===== src/pkg/ext_irq_cfg.svh =====
// constants for the external interrupt inputs block: offsets, fields, resets
`ifndef EXT_IRQ_CFG_SVH
`define EXT_IRQ_CFG_SVH

// ****************************************************************
// register offsets
// ****************************************************************
`define EXT_IRQ_ADDR_W          8
`define EXT_IRQ_DATA_W          8
`define EXT_IRQ_CONFIG_OFFSET   8'h00
`define EXT_IRQ_TIMER_CTL_OFFSET 8'h01

// ****************************************************************
// ext_irq_config_reg fields
// ****************************************************************
`define EXT_IRQ_PIN_SEL_W       3
`define EXT_IRQ_CFG_A_SEL_LSB   0
`define EXT_IRQ_CFG_A_POL_BIT   3
`define EXT_IRQ_CFG_B_SEL_LSB   4
`define EXT_IRQ_CFG_B_POL_BIT   7
`define EXT_IRQ_CONFIG_RESET    8'h00

// ****************************************************************
// timer_control_reg fields
// ****************************************************************
`define EXT_IRQ_TCTL_A_EDGE_BIT 0
`define EXT_IRQ_TCTL_A_PEND_BIT 1
`define EXT_IRQ_TCTL_B_EDGE_BIT 2
`define EXT_IRQ_TCTL_B_PEND_BIT 3
`define EXT_IRQ_TCTL_RESET      8'h00

// ****************************************************************
// encodings
// ****************************************************************
`define EXT_IRQ_SENSE_EDGE      1'b1
`define EXT_IRQ_POL_HIGH        1'b1
`define EXT_IRQ_NUM_INPUTS      2
`define EXT_IRQ_NUM_PINS        8

`endif


===== src/pkg/ext_irq_pkg.sv =====
// types shared by the external interrupt inputs block
`default_nettype none
package ext_irq_pkg;

  typedef logic [7:0] reg_byte_t;
  typedef logic [2:0] pin_sel_t;
  typedef logic [1:0] irq_vec_t;

endpackage : ext_irq_pkg
`default_nettype wire


===== src/rtl/external_interrupt_inputs.sv =====
// two external interrupt inputs with pin select, polarity, sense and flags
`timescale 1ns/1ps
`default_nettype none
`include "ext_irq_cfg.svh"

// Overview of operation
// - each input has its own polarity bit, active high or low
// - each input has its own bit choosing level or edge detection
// - sense 1 is edge, 0 level; polarity 0 low, 1 high
// - watched pin comes from a config field, independent of pin routing
// - watching a pin only samples it, never disturbs its peripheral
// - first flag at bit 1, second at bit 3 of timer control
// - edge mode flag clears by hardware when the cpu vectors
// - level mode flag reads 1 while input active, else 0
module external_interrupt_inputs #(
  parameter int NUM_PINS = `EXT_IRQ_NUM_PINS
) (
  input  wire logic                          ref_clk_i,
  input  wire logic                          rst_n_i,
  input  wire logic [NUM_PINS-1:0]           port_pins_i,
  input  wire logic [1:0]                    vector_ack_i,
  input  wire logic [`EXT_IRQ_ADDR_W-1:0]    addr_i,
  input  wire logic [`EXT_IRQ_DATA_W-1:0]    wr_data_i,
  input  wire logic                          wr_en_i,
  input  wire logic                          rd_en_i,
  output logic      [`EXT_IRQ_DATA_W-1:0]    rd_data_o,
  output logic                               irq_a_pending_o,
  output logic                               irq_b_pending_o
);

  // ****************************************************************
  // elaboration checks
  // ****************************************************************
  // the select field is three bits wide, so at most eight pins fit
  if (NUM_PINS < 1 || NUM_PINS > (1 << `EXT_IRQ_PIN_SEL_W)) begin : g_bad_pins
    $error("NUM_PINS out of range for the pin select field");
  end

  // the select type and the select field must agree, or pins alias
  if ($bits(ext_irq_pkg::pin_sel_t) != `EXT_IRQ_PIN_SEL_W) begin : g_bad_sel_w
    $error("pin select type and field width differ");
  end

  // two channels and an eight bit register layout are wired in below
  if (`EXT_IRQ_NUM_INPUTS != 2) begin : g_bad_inputs
    $error("exactly two interrupt inputs are supported");
  end

  if (`EXT_IRQ_DATA_W < 8) begin : g_bad_data_w
    $error("register data narrower than its fields");
  end

  // select and polarity fields must not overlap inside the config byte
  if ((`EXT_IRQ_CFG_A_SEL_LSB + `EXT_IRQ_PIN_SEL_W > `EXT_IRQ_CFG_A_POL_BIT) ||
      (`EXT_IRQ_CFG_B_SEL_LSB + `EXT_IRQ_PIN_SEL_W > `EXT_IRQ_CFG_B_POL_BIT)) begin : g_bad_fields
    $error("config fields overlap");
  end

  if (`EXT_IRQ_CONFIG_OFFSET == `EXT_IRQ_TIMER_CTL_OFFSET) begin : g_bad_offsets
    $error("register offsets collide");
  end

  // ****************************************************************
  // pin synchroniser
  // ****************************************************************
  // pins are only sampled here
  logic [NUM_PINS-1:0] pin_meta_r;
  logic [NUM_PINS-1:0] pin_sync_r;

  // two flops before any logic
  // left unreset: they hold real pin levels by release, so no false level flag
  always_ff @(posedge ref_clk_i) begin
    pin_meta_r <= port_pins_i;
    pin_sync_r <= pin_meta_r;
  end

  // ****************************************************************
  // register file
  // ****************************************************************
  ext_irq_pkg::reg_byte_t ext_irq_config_reg_r;
  logic [1:0]             edge_select_r;
  logic                   cfg_wr;
  logic                   tctl_wr;

  assign cfg_wr  = wr_en_i && (addr_i == `EXT_IRQ_CONFIG_OFFSET);
  assign tctl_wr = wr_en_i && (addr_i == `EXT_IRQ_TIMER_CTL_OFFSET);

  // pin select and polarity live here
  always_ff @(posedge ref_clk_i) begin
    if (!rst_n_i) begin
      ext_irq_config_reg_r <= `EXT_IRQ_CONFIG_RESET;
    end else if (cfg_wr) begin
      ext_irq_config_reg_r <= wr_data_i;
    end
  end

  always_ff @(posedge ref_clk_i) begin
    if (!rst_n_i) begin
      edge_select_r <= 2'b00;
    end else if (tctl_wr) begin
      edge_select_r[0] <= wr_data_i[`EXT_IRQ_TCTL_A_EDGE_BIT];
      edge_select_r[1] <= wr_data_i[`EXT_IRQ_TCTL_B_EDGE_BIT];
    end
  end

  // ****************************************************************
  // per channel detection
  // ****************************************************************
  ext_irq_pkg::irq_vec_t pending;
  ext_irq_pkg::pin_sel_t pin_sel [2];
  logic [1:0]            polarity;
  logic [1:0]            sw_value;

  assign pin_sel[0]  = ext_irq_config_reg_r[`EXT_IRQ_CFG_A_SEL_LSB +: `EXT_IRQ_PIN_SEL_W];
  assign pin_sel[1]  = ext_irq_config_reg_r[`EXT_IRQ_CFG_B_SEL_LSB +: `EXT_IRQ_PIN_SEL_W];
  assign polarity[0] = ext_irq_config_reg_r[`EXT_IRQ_CFG_A_POL_BIT];
  assign polarity[1] = ext_irq_config_reg_r[`EXT_IRQ_CFG_B_POL_BIT];
  assign sw_value[0] = wr_data_i[`EXT_IRQ_TCTL_A_PEND_BIT];
  assign sw_value[1] = wr_data_i[`EXT_IRQ_TCTL_B_PEND_BIT];

  for (genvar ch = 0; ch < `EXT_IRQ_NUM_INPUTS; ch++) begin : g_chan
    logic pin_level;

    // selected pin feeds the channel
    // a select beyond the pin count reads as low rather than wrapping
    assign pin_level = (int'(pin_sel[ch]) < NUM_PINS) ? pin_sync_r[pin_sel[ch]] : 1'b0;

    ext_irq_detect u_detect (
      .ref_clk_i     (ref_clk_i),
      .rst_n_i       (rst_n_i),
      .pin_level_i   (pin_level),
      .polarity_i    (polarity[ch]),
      .edge_select_i (edge_select_r[ch]),
      .vector_ack_i  (vector_ack_i[ch]),
      .sw_write_i    (tctl_wr),
      .sw_value_i    (sw_value[ch]),
      .pending_o     (pending[ch])
    );
  end

  assign irq_a_pending_o = pending[0];
  assign irq_b_pending_o = pending[1];

  // ****************************************************************
  // read port
  // ****************************************************************
  ext_irq_pkg::reg_byte_t rd_data_r;
  ext_irq_pkg::reg_byte_t tctl_view;

  // flags at bits 1 and 3
  always_comb begin
    tctl_view = 8'h00;
    tctl_view[`EXT_IRQ_TCTL_A_EDGE_BIT] = edge_select_r[0];
    tctl_view[`EXT_IRQ_TCTL_A_PEND_BIT] = pending[0];
    tctl_view[`EXT_IRQ_TCTL_B_EDGE_BIT] = edge_select_r[1];
    tctl_view[`EXT_IRQ_TCTL_B_PEND_BIT] = pending[1];
  end

  // read data stands one cycle only, zero otherwise
  always_ff @(posedge ref_clk_i) begin
    if (!rst_n_i) begin
      rd_data_r <= 8'h00;
    end else if (rd_en_i) begin
      case (addr_i)
        `EXT_IRQ_CONFIG_OFFSET:    rd_data_r <= ext_irq_config_reg_r;
        `EXT_IRQ_TIMER_CTL_OFFSET: rd_data_r <= tctl_view;
        default:                   rd_data_r <= 8'h00;
      endcase
    end else begin
      rd_data_r <= 8'h00;
    end
  end

  assign rd_data_o = rd_data_r;

endmodule : external_interrupt_inputs
`default_nettype wire


===== src/rtl/ext_irq_detect.sv =====
// one external interrupt channel: level or edge detection and pending flag
`timescale 1ns/1ps
`default_nettype none
`include "ext_irq_cfg.svh"

module ext_irq_detect (
  input  wire logic ref_clk_i,
  input  wire logic rst_n_i,
  input  wire logic pin_level_i,
  input  wire logic polarity_i,
  input  wire logic edge_select_i,
  input  wire logic vector_ack_i,
  input  wire logic sw_write_i,
  input  wire logic sw_value_i,
  output logic      pending_o
);

  logic active;
  logic active_prev_r;
  logic pending_r;
  logic rise;

  assign active = (polarity_i == `EXT_IRQ_POL_HIGH) ? pin_level_i : ~pin_level_i;
  assign rise   = active & ~active_prev_r;

  always_ff @(posedge ref_clk_i) begin
    if (!rst_n_i) begin
      active_prev_r <= 1'b0;
    end else begin
      active_prev_r <= active;
    end
  end

  // ****************************************************************
  // pending flag
  // ****************************************************************
  always_ff @(posedge ref_clk_i) begin
    if (!rst_n_i) begin
      pending_r <= 1'b0;
    end else if (edge_select_i == `EXT_IRQ_SENSE_EDGE) begin
      if (rise) begin
        pending_r <= 1'b1;
      end else if (vector_ack_i) begin
        pending_r <= 1'b0;
      end else if (sw_write_i) begin
        pending_r <= sw_value_i;
      end
    end else begin
      pending_r <= active;
    end
  end

  assign pending_o = pending_r;

endmodule : ext_irq_detect
`default_nettype wire


===== config.mk =====
export PLATFORM = sky130hd
export DESIGN_NAME = external_interrupt_inputs
export DESIGN_NICKNAME = d
export VERILOG_FILES = /design/src/pkg/ext_irq_pkg.sv /design/src/rtl/external_interrupt_inputs.sv /design/src/rtl/ext_irq_detect.sv
export VERILOG_INCLUDE_DIRS = /design/src /design/src/pkg
export SDC_FILE = /design/constraint.sdc
export NUM_CORES = 1
export LEC_CHECK = 0
export BUFFER_PORTS_ARGS = -buffer_cell sky130_fd_sc_hd__buf_2
export CORE_ASPECT_RATIO = 0.9
export CORE_MARGIN = 1.5
export CORE_UTILIZATION = 46
export CTS_BUF_LIST = sky130_fd_sc_hd__clkbuf_8
export DETAILED_ROUTE_END_ITERATION = 8
export PLACE_DENSITY = 0.74
export REMOVE_ABC_BUFFERS = 1
export SETUP_SLACK_MARGIN = 0.15
export SLEW_MARGIN = 0
export SYNTH_ARGS = -nofsm -noshare
export SYNTH_HDL_FRONTEND = slang
export SYNTH_SLANG_ARGS = --single-unit

===== constraint.sdc =====
create_clock -name ref_clk_i -period 3.5 [get_ports ref_clk_i]
set_input_delay 0.7 -clock ref_clk_i [delete_from_list [all_inputs] [get_ports ref_clk_i]]
set_output_delay 0.7 -clock ref_clk_i [all_outputs]
set_load 0.005 [all_outputs]

==> impl_metrics.tcl <==
set metrics [dict create \
    layout_commonest_cell "buf_2" \
    worstPathCellList "buf_2, or4_1, or3_1, mux2i_1, a31o_1" \
    cp-end-kind "flop" \
    numPortBuffers 39 \
    clk_pin_slew_ns 0.07 \
    synthDistinctLibCells 19 \
    io_pins 40 \
    p_per_area_nw_per_um2 477.3 \
    synthesis.area_sq_um 1320 \
    clockBufferDepth 2 \
    detailed_place.area_sq_um 1543 \
    internal_power_mw 0.6230 \
    ys_seq_elements 38 \
    wire_per_inst_microns 12.11 \
    synthCells 103 \
    h-tree-depth 2 \
    slowest_stage "or4_1" \
    tightest_slew_ns 0.5215 \
    place_congestion 0.7322 \
    vdd_drop_max_uv 289.2 \
    area_growth_pct 23.79 \
    postRouteAntennaNets 0 \
    max-cap-violations 0 \
    worst-endpoint-required_ns 3.67 \
    drcViolationCount 0 \
    ys_warn_count 0 \
    postLayoutCellArea_sq_um 1634 \
    cts_tree "built" \
    holdBufCountCts 0 \
    n_antenna_cell 0 \
    die-area_sq_um 3200 \
    power_frac_comb_pct 4.9 \
    cts_setup_buffers 0 \
    rsz0062_at_grt "no" \
    worstSetupPathType "in2reg" \
    p_seq_share_pct 57.6 \
    nNetsFinal 175 \
    die_w_microns 59.47 \
    critPathMaxFanout 4 \
    num_rows 18 \
    cp-start-kind "primary input" \
    first_global_vias 890 \
    wirelength_mm 2.252 \
    core-area_sq_um 2748 \
    synth-seq-area-share_pct 57.63 \
    root_buffer "clkbuf_8" \
    drive_gt1_share_pct 35.62 \
    drtPass1Iterations 4 \
    syn_area_per_cell_sq_um 12.82 \
    hold_class "reg2reg" \
    numCtsBuffers 5 \
    period_minus_slack_ns 2.007 \
    cts_resized 0 \
    clockPowerShare_pct 37.5 \
    report.final.hold_viol_count 0 \
    layout_common_cells "39 x buf_2, 38 x dfxtp_1, 18 x mux2i_1, 10 x nor2b_1" \
    leakagePower_nw 0.6908 \
    slowest_delay_ns 0.58 \
    drv_slew 0 \
    timing.final.crit_share_pct 57.33 \
    track_usage_pct 16.74 \
    switching_share_pct 20.12 \
    grt_pass1_wl_mm 3.732 \
    routed-via-count 880 \
    antenna_found_initial 0 \
    drtIter0Drc 12 \
    worstRegToRegCells 4 \
    clk-insertion-delay-late_ns 0.28 \
    die_h_microns 53.82 \
    cp.arrival_ns 2.18 \
    viasPerCell 4.731 \
    yosys-top-cells-area "dfxtp_1 58%, mux2i_1 14%, mux4_2 6.8%, nor2b_1 4.7%, nand4b_1 2.7%" \
    status "completed" \
    switching_power_mw 0.1569 \
    yosysTopAreaCell "dfxtp_1" \
    yosysTopAreaCellShare_pct 57.63 \
    grt_max_degree 20 \
    grt_overflow_total 0 \
    cts.sinks 38 \
    hpwl_mm 1.664 \
    max_slew_margin_pct 65.12 \
    start_util_pct 48.04 \
    fin_skew_ns 0.003142 \
    worstHoldPathCells 0 \
    report.final.setup_viol 0 \
    setup-tns-final_ns 0 \
    final_util_pct 59.47 \
    max_freq_mhz 498.4 \
]
-- power groups by stage --
stage	sequential (mW)	clock, mW	combinational, mW
floorplan	0.458	0	0.0134
global placement	0.458	0	0.0371
detailed placement	0.459	0	0.0383
CTS	0.449	0.301	0.0387
global route	0.450	0.323	0.0419
finish	0.449	0.293	0.0383
-- path summary, 6_finish.rpt --
| check | from | endpoint | slack, ns |
|---|---|---|---|
| setup / recovery | addr_i[3] | g_chan[0].u_detect.pending_o | 1.49 |
| hold / removal | pin_meta_r[1] | pin_sync_r[1] | 0.33 |
| setup reg to reg | ext_irq_config_reg_r[4] | g_chan[1].u_detect.pending_o | 1.94 |
| hold reg to reg | pin_meta_r[1] | pin_sync_r[1] | 0.33 |
-- synth_stat cells --
master    number
mux4_2         4
nor2b_1       10
or3_1          1
nand2_1        2
and2_1         2
a31o_1         2
inv_1          1
xor2_1         2
nand4_1        1
clkbuf_1       3
buf_6          1
or4_1          2
nor2_1         6
nor3b_1        4
nor3_4         1
nand4b_1       4
mux2i_1       18
or4b_4         1
dfxtp_1       38
-- registers in the layout (all words and copies together) (netlist names) --
register,count
edge_select_r,2
ext_irq_config_reg_r,8
g_chan.u_detect.active_prev_r,2
g_chan.u_detect.pending_o,2
pin_meta_r,8
pin_sync_r,8
rd_data_o,8
-- area by class of cell --
type,count,area [sq um]
clock buffers,6,82.58
clock inverters,2,8.758
fillers,260,1114
inverters,1,3.754
multi-input cells,60,533.0
flip-flops and latches,38,760.7
well taps,40,50.05
repair buffers,39,195.2
-- routing by layer --
metal  global-route usage, %  share of wire, %  vias to the layer above  wire length [microns]
li1                        -                 -                      446                      -
met1                   18.33                46                      402                   1039
met2                   27.47                48                       30                   1090
met3                   8.173               4.9                        2                    111
met4                   7.576              0.44                        0                     10
met5                       0                 0                        -                      0
-- critical path, delay by kind of cell --
kind,cells,cell delay [ns]
buffers and inverters,1,0.10
muxes,1,0.16
and+or+nand+nor,2,1.03
AOI/OAI and AO/OA,1,0.19
-- cells by family after synthesis --
logic type / share of synthesized area (%)
AND/OR/NAND/NOR: 17.25
AO/OA/AOI/OAI: 1.327
XOR/XNOR: 1.327
buffers and inverters: 1.990
flip-flops: 57.63
multiplexers: 20.47
-- per-stage QoR --
stage	instances	worst slack, ns	hold slack, ns	total power [mW]
floorplan	99	1.373	0.3096	0.4713
global placement	178	1.222	0.3104	0.4956
detailed placement	178	1.197	0.3121	0.4975
CTS	186	1.497	0.3282	0.7891
global route	186	1.421	0.3363	0.8154
finish	186	1.493	0.3276	0.7799
Note: power is estimated with default switching activity, not from simulation.
